### src/ebps_pkg.sv
package ebps_pkg;

  localparam int NUM_PINS = 9;
  localparam int DATA_W = 8;

  // register byte offsets
  localparam logic [7:0] OFS_P4_DATA = 8'h00;
  localparam logic [7:0] OFS_P4_DIR = 8'h04;
  localparam logic [7:0] OFS_P5_DATA = 8'h08;
  localparam logic [7:0] OFS_P5_DIR = 8'h0C;
  localparam logic [7:0] OFS_PIN_CTRL = 8'h10;
  localparam logic [7:0] OFS_BUS_MODE = 8'h14;
  localparam logic [7:0] OFS_OWNER_LO = 8'h18;
  localparam logic [7:0] OFS_OWNER_HI = 8'h1C;

  // field positions
  localparam int P4_LSB = 5;
  localparam int P4_W = 3;
  localparam int P5_LSB = 0;
  localparam int P5_W = 6;
  localparam int WSE_BIT = 0;
  localparam int HOLD_EN_BIT = 1;
  localparam int MODE_LSB = 0;
  localparam int WIDTH16_BIT = 2;

  // pin indices in the shared pin vector
  localparam int PIN_ADDR13 = 0;
  localparam int PIN_ADDR14 = 1;
  localparam int PIN_ADDR15 = 2;
  localparam int PIN_ALE = 3;
  localparam int PIN_RD = 4;
  localparam int PIN_WR_LO = 5;
  localparam int PIN_WR_HI = 6;
  localparam int PIN_HOLD_REQ = 7;
  localparam int PIN_HOLD_ACK = 8;

  typedef enum logic [1:0] {
    EBPS_SINGLE_CHIP = 2'h0,
    EBPS_EXT_MUX = 2'h1,
    EBPS_EXT_NONMUX = 2'h2
  } ebps_mode_t;

  localparam logic [1:0] MODE_RESERVED = 2'h3;

  // values after reset
  localparam logic [2:0] RST_P4 = 3'h0;
  localparam logic [5:0] RST_P5 = 6'h00;
  localparam logic RST_WSE = 1'b0;
  localparam logic RST_HOLD_EN = 1'b0;
  localparam logic RST_WIDTH16 = 1'b0;
  localparam ebps_mode_t RST_MODE = EBPS_SINGLE_CHIP;

  // which shared pins the bus controller owns
  function automatic logic [NUM_PINS-1:0] ebps_owner(input ebps_mode_t mode,
                                                     input logic width16,
                                                     input logic wse,
                                                     input logic hold_en);
    logic ext;
    logic [NUM_PINS-1:0] own;
    ext = (mode == EBPS_EXT_MUX) || (mode == EBPS_EXT_NONMUX);
    own = '0;
    // [RQ1] upper address pins
    own[PIN_ADDR13] = (mode == EBPS_EXT_NONMUX);
    own[PIN_ADDR14] = (mode == EBPS_EXT_NONMUX);
    own[PIN_ADDR15] = (mode == EBPS_EXT_NONMUX);
    // [RQ2] latch enable pin
    own[PIN_ALE] = ext;
    // [RQ3] read strobe pin
    own[PIN_RD] = ext;
    // [RQ4] low write strobe
    own[PIN_WR_LO] = ext && wse;
    // [RQ5] high write strobe
    own[PIN_WR_HI] = ext && width16 && wse;
    // [RQ6] hold request input
    own[PIN_HOLD_REQ] = ext && hold_en;
    // [RQ7] hold acknowledge output
    own[PIN_HOLD_ACK] = ext && hold_en;
    return own;
  endfunction

endpackage

### src/ebps_own_if.sv
`timescale 1ns/1ns
interface ebps_own_if #(
  parameter int N = 9
);
  logic [N-1:0] own;
  logic ext;
  modport dec (output own, output ext);
  modport use_side (input own, input ext);
endinterface

### src/ebps_mode_dec.sv
`timescale 1ns/1ns
module ebps_mode_dec (
  input wire ebps_pkg::ebps_mode_t mode_i, // bus mode
  input wire logic width16_i, // 16-bit bus
  input wire logic wse_i, // write strobe pin enable
  input wire logic hold_en_i, // hold pins enable
  ebps_own_if.dec own_o // ownership out
);
  assign own_o.own = ebps_pkg::ebps_owner(mode_i, width16_i, wse_i, hold_en_i);
  assign own_o.ext = (mode_i != ebps_pkg::EBPS_SINGLE_CHIP);
endmodule

### src/ebps_pin_cell.sv
`timescale 1ns/1ns
module ebps_pin_cell (
  input wire logic own_i, // bus function owns pin
  input wire logic bus_drive_i, // bus function is an output
  input wire logic bus_val_i, // bus function level
  input wire logic float_i, // bus released to another master
  input wire logic gpio_data_i, // port data bit
  input wire logic gpio_dir_i, // port direction, 1 = output
  output logic next_out_o, // next pin level
  output logic next_oe_n_o // next enable, low = drive
);
  always_comb begin
    // [RQ8] bus beats port settings
    if (own_i) begin
      next_out_o = bus_val_i;
      next_oe_n_o = !(bus_drive_i && !float_i);
    end else begin
      next_out_o = gpio_data_i;
      next_oe_n_o = !gpio_dir_i;
    end
  end
endmodule

### src/ebps_top.sv
// Strobed register access and the register offsets were left to the implementer.
`timescale 1ns/1ns
// What this block does
// [RQ1] Non-multiplexed bus mode drives address bits 13 to 15 on port4 bits 5-7.
// [RQ2] External bus mode puts address latch enable on port5 bit0, else GPIO.
// [RQ3] External bus mode puts active-low read strobe on port5 bit1, else GPIO.
// [RQ4] External bus with write strobe enable puts low write strobe on port5 bit2.
// [RQ5] High write strobe on port5 bit3 needs external bus, 16-bit width, enable.
// [RQ6] External bus with hold enable takes port5 bit4 as hold request input.
// [RQ7] External bus with hold enable drives hold acknowledge on port5 bit5.
// [RQ8] A bus-owned pin follows the bus controller, ignoring port data and direction.
module ebps_top #(
  parameter int ADDR_W = 8
) (
  input wire logic clk_i, // system clock
  input wire logic rst_n_i, // async reset, active low
  input wire logic [ADDR_W-1:0] reg_addr_i, // register address
  input wire logic [7:0] reg_wdata_i, // write data
  input wire logic reg_wr_i, // write strobe
  input wire logic reg_rd_i, // read strobe
  output logic [7:0] reg_rdata_o, // read data, cycle after read
  input wire logic [2:0] bus_addr_hi_i, // address bits 15..13
  input wire logic bus_ale_i, // latch enable from controller
  input wire logic bus_rd_n_i, // read strobe, low active
  input wire logic bus_wr_lo_n_i, // low byte write strobe, low active
  input wire logic bus_wr_hi_n_i, // high byte write strobe, low active
  input wire logic bus_hold_ack_i, // hold acknowledge from controller
  output logic bus_hold_req_o, // hold request to controller
  input wire logic [8:0] pin_in_i, // shared pin levels
  output logic [8:0] pin_out_o, // shared pin drive level
  output logic [8:0] pin_oe_n_o // shared pin enable, low = drive
);

  if (ADDR_W < 5) begin : g_chk
    $error("ebps_top: ADDR_W must be at least 5");
  end

  localparam int N = ebps_pkg::NUM_PINS;

  function automatic logic hit(input logic [ADDR_W-1:0] a, input logic [7:0] ofs);
    return a == ADDR_W'(ofs);
  endfunction

  logic [2:0] p4_data;
  logic [2:0] p4_dir;
  logic [5:0] p5_data;
  logic [5:0] p5_dir;
  logic wse;
  logic hold_en;
  logic width16;
  ebps_pkg::ebps_mode_t mode;
  logic [N-1:0] gpio_data;
  logic [N-1:0] gpio_dir;
  logic [N-1:0] bus_val;
  logic [N-1:0] next_out;
  logic [N-1:0] next_oe_n;
  logic [N-1:0] pin_view;
  logic [7:0] next_rdata;
  logic bus_float;

  ebps_own_if #(.N(N)) own_if ();

  ebps_mode_dec u_dec (
    .mode_i(mode),
    .width16_i(width16),
    .wse_i(wse),
    .hold_en_i(hold_en),
    .own_o(own_if)
  );

  // port data registers, kept even while bus owns the pin
  always_ff @(posedge clk_i or negedge rst_n_i) begin
    if (!rst_n_i) begin
      p4_data <= ebps_pkg::RST_P4;
      p5_data <= ebps_pkg::RST_P5;
    end else if (reg_wr_i) begin
      if (hit(reg_addr_i, ebps_pkg::OFS_P4_DATA)) begin
        p4_data <= reg_wdata_i[ebps_pkg::P4_LSB +: ebps_pkg::P4_W];
      end
      if (hit(reg_addr_i, ebps_pkg::OFS_P5_DATA)) begin
        p5_data <= reg_wdata_i[ebps_pkg::P5_LSB +: ebps_pkg::P5_W];
      end
    end
  end

  // port direction registers
  always_ff @(posedge clk_i or negedge rst_n_i) begin
    if (!rst_n_i) begin
      p4_dir <= ebps_pkg::RST_P4;
      p5_dir <= ebps_pkg::RST_P5;
    end else if (reg_wr_i) begin
      if (hit(reg_addr_i, ebps_pkg::OFS_P4_DIR)) begin
        p4_dir <= reg_wdata_i[ebps_pkg::P4_LSB +: ebps_pkg::P4_W];
      end
      if (hit(reg_addr_i, ebps_pkg::OFS_P5_DIR)) begin
        p5_dir <= reg_wdata_i[ebps_pkg::P5_LSB +: ebps_pkg::P5_W];
      end
    end
  end

  // pin control enables
  always_ff @(posedge clk_i or negedge rst_n_i) begin
    if (!rst_n_i) begin
      wse <= ebps_pkg::RST_WSE;
      hold_en <= ebps_pkg::RST_HOLD_EN;
    end else if (reg_wr_i && hit(reg_addr_i, ebps_pkg::OFS_PIN_CTRL)) begin
      wse <= reg_wdata_i[ebps_pkg::WSE_BIT];
      hold_en <= reg_wdata_i[ebps_pkg::HOLD_EN_BIT];
    end
  end

  // bus mode and width; reserved mode code leaves mode unchanged
  always_ff @(posedge clk_i or negedge rst_n_i) begin
    if (!rst_n_i) begin
      mode <= ebps_pkg::RST_MODE;
      width16 <= ebps_pkg::RST_WIDTH16;
    end else if (reg_wr_i && hit(reg_addr_i, ebps_pkg::OFS_BUS_MODE)) begin
      width16 <= reg_wdata_i[ebps_pkg::WIDTH16_BIT];
      if (reg_wdata_i[ebps_pkg::MODE_LSB +: 2] != ebps_pkg::MODE_RESERVED) begin
        mode <= ebps_pkg::ebps_mode_t'(reg_wdata_i[ebps_pkg::MODE_LSB +: 2]);
      end
    end
  end

  assign gpio_data = {p5_data, p4_data};
  assign gpio_dir = {p5_dir, p4_dir};

  // bus-side level for each pin; the hold request slot carries nothing out
  assign bus_val = {bus_hold_ack_i, 1'b0, bus_wr_hi_n_i, bus_wr_lo_n_i, bus_rd_n_i,
                    bus_ale_i, bus_addr_hi_i};

  // while the hold is granted the strobes and address let go of the pins
  assign bus_float = own_if.own[ebps_pkg::PIN_HOLD_ACK] && bus_hold_ack_i;

  for (genvar i = 0; i < N; i++) begin : g_pin
    localparam logic IS_OUT = (i != ebps_pkg::PIN_HOLD_REQ);
    localparam logic CAN_FLOAT = (i != ebps_pkg::PIN_HOLD_ACK);
    // [RQ8] per-pin bus or port mux
    ebps_pin_cell u_cell (
      .own_i(own_if.own[i]),
      .bus_drive_i(IS_OUT),
      .bus_val_i(bus_val[i]),
      .float_i(bus_float && CAN_FLOAT),
      .gpio_data_i(gpio_data[i]),
      .gpio_dir_i(gpio_dir[i]),
      .next_out_o(next_out[i]),
      .next_oe_n_o(next_oe_n[i])
    );
    // read back: driven port pins show the latch, others the pin
    assign pin_view[i] = (gpio_dir[i] && !own_if.own[i]) ? gpio_data[i] : pin_in_i[i];
  end

  // registered pin drive
  always_ff @(posedge clk_i or negedge rst_n_i) begin
    if (!rst_n_i) begin
      pin_out_o <= '0;
      pin_oe_n_o <= '1;
    end else begin
      pin_out_o <= next_out;
      pin_oe_n_o <= next_oe_n;
    end
  end

  // [RQ6] hold request taken from pin
  always_ff @(posedge clk_i or negedge rst_n_i) begin
    if (!rst_n_i) begin
      bus_hold_req_o <= 1'b0;
    end else begin
      bus_hold_req_o <= own_if.own[ebps_pkg::PIN_HOLD_REQ] &&
                        pin_in_i[ebps_pkg::PIN_HOLD_REQ];
    end
  end

  always_comb begin
    next_rdata = 8'h00;
    if (hit(reg_addr_i, ebps_pkg::OFS_P4_DATA)) begin
      next_rdata[ebps_pkg::P4_LSB +: ebps_pkg::P4_W] = pin_view[2:0];
    end else if (hit(reg_addr_i, ebps_pkg::OFS_P4_DIR)) begin
      next_rdata[ebps_pkg::P4_LSB +: ebps_pkg::P4_W] = p4_dir;
    end else if (hit(reg_addr_i, ebps_pkg::OFS_P5_DATA)) begin
      next_rdata[ebps_pkg::P5_LSB +: ebps_pkg::P5_W] = pin_view[8:3];
    end else if (hit(reg_addr_i, ebps_pkg::OFS_P5_DIR)) begin
      next_rdata[ebps_pkg::P5_LSB +: ebps_pkg::P5_W] = p5_dir;
    end else if (hit(reg_addr_i, ebps_pkg::OFS_PIN_CTRL)) begin
      next_rdata[ebps_pkg::WSE_BIT] = wse;
      next_rdata[ebps_pkg::HOLD_EN_BIT] = hold_en;
    end else if (hit(reg_addr_i, ebps_pkg::OFS_BUS_MODE)) begin
      next_rdata[ebps_pkg::MODE_LSB +: 2] = mode;
      next_rdata[ebps_pkg::WIDTH16_BIT] = width16;
    end else if (hit(reg_addr_i, ebps_pkg::OFS_OWNER_LO)) begin
      next_rdata = own_if.own[7:0];
    end else if (hit(reg_addr_i, ebps_pkg::OFS_OWNER_HI)) begin
      next_rdata[0] = own_if.own[8];
      next_rdata[1] = own_if.ext;
    end
  end

  // read data stands only in the cycle after the read strobe
  always_ff @(posedge clk_i or negedge rst_n_i) begin
    if (!rst_n_i) begin
      reg_rdata_o <= 8'h00;
    end else if (reg_rd_i) begin
      reg_rdata_o <= next_rdata;
    end else begin
      reg_rdata_o <= 8'h00;
    end
  end

endmodule
### config.mk
export PLATFORM = sky130hd
export DESIGN_NAME = ebps_top
export DESIGN_NICKNAME = d
export VERILOG_FILES = /design/src/ebps_pkg.sv /design/src/ebps_own_if.sv /design/src/ebps_mode_dec.sv /design/src/ebps_pin_cell.sv /design/src/ebps_top.sv
export SDC_FILE = /design/constraint.sdc
export NUM_CORES = 1
export LEC_CHECK = 0
export BUFFER_PORTS_ARGS = -buffer_cell sky130_fd_sc_hd__buf_2
export CORE_AREA = 5 5 84 86
export DETAILED_ROUTE_END_ITERATION = 16
export DIE_AREA = 0 0 89 91
export MAX_ROUTING_LAYER = met4
export PLACE_DENSITY = 0.67
export SLEW_MARGIN = 25
export SYNTH_ARGS = -nofsm -noshare
export SYNTH_HDL_FRONTEND = slang
export SYNTH_SLANG_ARGS = --single-unit
### constraint.sdc
create_clock -name clk_i -period 2.65 [get_ports clk_i]
set_input_delay 0 -clock clk_i [delete_from_list [all_inputs] [get_ports clk_i]]
set_output_delay 0 -clock clk_i [all_outputs]
set_load 0.01 [all_outputs]
==> PnR_summary.wiki <==
{| class="wikitable"
! Metric !! Value
|-
| Outcome || finished, final reports clean
|-
| Asr flop ratio synth || 1.00
|-
| Sink of the worst hold path || pin_oe_n_o[6]
|-
| Depth of the worst register-to-register path || 6
|-
| Minimum clock period after layout || 1.76 ns
|-
| Largest vdd supply drop || 0.218 mV
|-
| Power share of the combinational group || 0.132
|-
| Sum of overflow across all layers after global routing || 0
|-
| Total global-route track usage || 0.152
|-
| Number of cells on the worst hold path || 3
|-
| Switching power as a share of total power || 0.252
|-
| Flops & latches, synth || 50
|-
| Fraction of final layout cells sized beyond drive strength 1 || 0.335
|-
| Via count || 1862
|-
| Sum of buffers and inverters on the critical path || 1
|-
| Type of the tightest min-delay check || in -> reg
|-
| Via/cell ratio || 5.25
|-
| Clock tree buffer depth || 2
|-
| Clock slew at the register clock pins of the worst setup and hold paths || ~0.080 ns
|-
| Port Buf Inserts || 63
|-
| Commonest cells after routing, fill and taps aside || buf_2 (62), dfrtp_1 (41), mux2_1 (20), dlygate4sd3_1 (18), nand2_1 (17)
|-
| Max Clk Rate || about 570 MHz
|-
| Count of flip-flops with a built-in enable after synthesis || 0
|-
| Commonest register cell after synthesis || dfrtp_1
|-
| Synth area leader || dfrtp_1
|-
| Master cell of the clock root buffer || clkbuf_8
|-
| Placer Congestion || 0.882
|-
| Relative area change from synthesis to final layout || 27.8%
|-
| Violation count after the first detailed-routing iteration || slightly above 100
|-
| Worst-path maximum fanout || 7
|-
| Half-perimeter wire length after detailed placement || 4290 um
|-
| Post-detailed-routing wire length || 5660 um
|-
| Least-Margin Pin Slew || ~0.62 ns
|-
| Synth Instances || ~190
|-
| Full die area || 8100 um2
|-
| Max-Slew Margin vs Limit || 0.587
|-
| Count of pins over their slew limit || 0
|-
| Launch instance of the worst register-to-register path || mode[1]
|-
| First-pass GRT wire length || between 9000 and 10000 um
|-
| Number of library cell types mapped by synthesis || 45
|-
| Clock tree from TritonCTS || yes
|-
| Setup Crit Path Kind || reg -> reg
|-
| Number of maximum-capacitance violations || 0
|-
| Post-synthesis instance area || 2340 um2
|-
| CP cell instances || inv_1, ha_1, nand2_1, a221oi_1, o21ai_0, a221oi_1
|-
| Family with the most delay on the worst path || compound AO/OA/AOI/OAI gates
|-
| Portion of the post-synthesis area used by sequential elements || 0.540
|-
| Endpoint class of the critical path || register
|-
| Overall die width || 89 um
|-
| Clock skew || 0.00378 ns
|-
| Die span in y || 91 um
|-
| Hold Path Origin || bus_hold_ack_i
|-
| Number of remaining DRC errors || 0
|-
| Wire length per cell || 15.9 um
|-
| Row count || 29
|-
| Detailed Routing Iterations Pass 1 || 4
|-
| Cell-internal power || between 0.001 and 0.0015 W
|-
| Power density normalized to cell area || 485 nW/um2
|-
| CTS sink cnt || 50
|-
| Area share of the largest cell type after synthesis || 0.439
|-
| Final setup violation count || 0
|-
| Starting utilization of the core area || 0.377
|-
| Utilization after layout || 0.482
|-
| H-tree level count || 2
|-
| Worst path max stage delay || 0.40 ns
|-
| Crit path required time || approximately 2.9 ns
|-
| Antenna diode count || 0
|-
| Vias in the first global route || 1881
|-
| Net count of the finished layout || 316
|-
| Core Footprint || 6200 um2
|-
| Setup repair after global routing missed its margin || false
|-
| Part of the cycle the worst path needs || 0.662
|-
| Setup TNS after final layout || 0 ns
|-
| Most common cell after layout, fill and taps aside || buf_2
|-
| Kind of start point of the critical path || register
|-
| Slowest CP cell || dfrtp_1
|-
| Arrival time of the worst setup path || 1.96 ns
|-
| Count of yosys warnings during synthesis || 0
|-
| Antenna violations before repair || 0
|-
| Static leakage power || around 1.5 nW
|-
| Top cells by area, synth || dfrtp_1 (44%), dfstp_2 (10%), mux2_1 (9.6%)
|-
| Clock insertion delay at the later pin of the skew report || 0.31 ns
|-
| Synthesized area per cell || 12.1 um2
|-
| Total power consumption of the routed design || about 0.0014 W
|-
| I/O pin count || between 60 and 70
|-
| Portion of total power attributed to the clock network || 0.298
|-
| Cell type with the highest occurrence count on the critical path || a221oi_1
|-
| Pin count of the biggest net entering global routing || 51
|-
| Post-layout instance area || 2990 um2
|-
| Final antenna-violating net count || 0
|-
| FF-to-FF setup slack || just under 0.9 ns
|-
| Relative contribution of sequential cells to total power || 0.570
|-
| Psw || 0.000365 W
|-
| Placed inst area || 2730 um2
|-
| Number of hold violations in the final report || 0
|-
| Total CTS buffers || 5
|-
| FF-to-FF End || reg_rdata_o[0]
|-
| Syn_nets || 232
|-
| Post-CTS Setup Repair Bufs || 0
|}
-- metal layers --
layer  track usage  vias up  part of all wire
met2         0.235       68              0.48
met5             -        -                 0
met1         0.200      919              0.43
met3        0.0281        9             0.066
met4        0.0521        0             0.018
li1              -      866                 -
-- worst reg2reg max path, stage by stage (launching register included) --
cell	delay, ns
dfrtp_1	0.40
inv_1	0.06
ha_1	0.29
nand2_1	0.18
a221oi_1	0.32
o21ai_0	0.13
a221oi_1	0.28
-- cell type report --
cell class	count	area [um2]
Sequential cell	50	1260
Fill cell	581	3220
Timing Repair Buffer	82	505
Tap cell	77	96.3
Multi-Input combinational cell	133	1030
Clock buffer	8	80.1
Inverter	5	18.8
-- worst max path at each step --
stage	startpoint	end	slack [ns]	depth (start not counted)
floorplan	mode[0]	reg_rdata_o[5]	1.08	7
global placement	mode[1]	reg_rdata_o[2]	0.92	7
detailed placement	mode[1]	reg_rdata_o[0]	0.93	6
CTS	mode[1]	reg_rdata_o[0]	0.88	6
global route	mode[1]	reg_rdata_o[0]	0.68	6
finish	mode[1]	reg_rdata_o[0]	0.89	6
-- cells by family (layout without fill, tap and decap cells) --
kind of cell / count (synthesis) / in the layout / share of synthesized area
AOI/OAI and AO/OA: 34 / 34 / 0.101
adders and majority gates: 2 / 2 / 0.0107
buffers and inverters: 10 / 95 / 0.0214
DFF: 50 / 50 / 0.540
muxes: 36 / 36 / 0.169
and+or+nand+nor: 61 / 61 / 0.158
-- cell usage after synthesis, drive strengths merged (4+ instances only) --
cell    instances
a211oi          4
and3            6
a21oi           7
nand2b          6
mux2           28
o21ai           7
dfstp           9
inv             5
dfrtp          41
mux2i           8
nand3           7
nor2            7
nand2          17
and2            5
-- stage by stage --
step | hold WS [ns] | setup WS, ns | cells
after detailed placement | 0.0625 | 0.926 | 329
final | 0.0388 | 0.895 | 355
after global routing | 0.0317 | 0.684 | 355
after CTS | 0.0293 | 0.882 | 355
after global placement | 0.230 | 0.924 | 329
after floorplan | -0.296 | 1.08 | 193
-- power by group through the flow --
| stage | sequential, W | combinational (W) | clock (W) |
|---|---|---|---|
| final | 0.000826 | 0.000191 | 0.000432 |
| after global routing | 0.000830 | 0.000212 | 0.000480 |
| after CTS | 0.000826 | 0.000194 | 0.000436 |
| after detailed placement | 0.000841 | 0.000174 | 0 |
| after global placement | 0.000840 | 0.000170 | 0 |
| after floorplan | 0.000846 | 0.0000752 | 0 |
-- flip-flops by register name (all words and copies together) (netlist names), 2 cells and up --
register     flops
pin_oe_n_o       9
reg_rdata_o      8
p4_data          3
mode             2
p4_dir           3
p5_data          6
p5_dir           6
pin_out_o        9
-- repair_timing --
action	CTS	global route
hold endpoints to repair	72	0
hold buffers	18	0
gates resized for setup	0	0
Power figures use the tool's default switching activity.
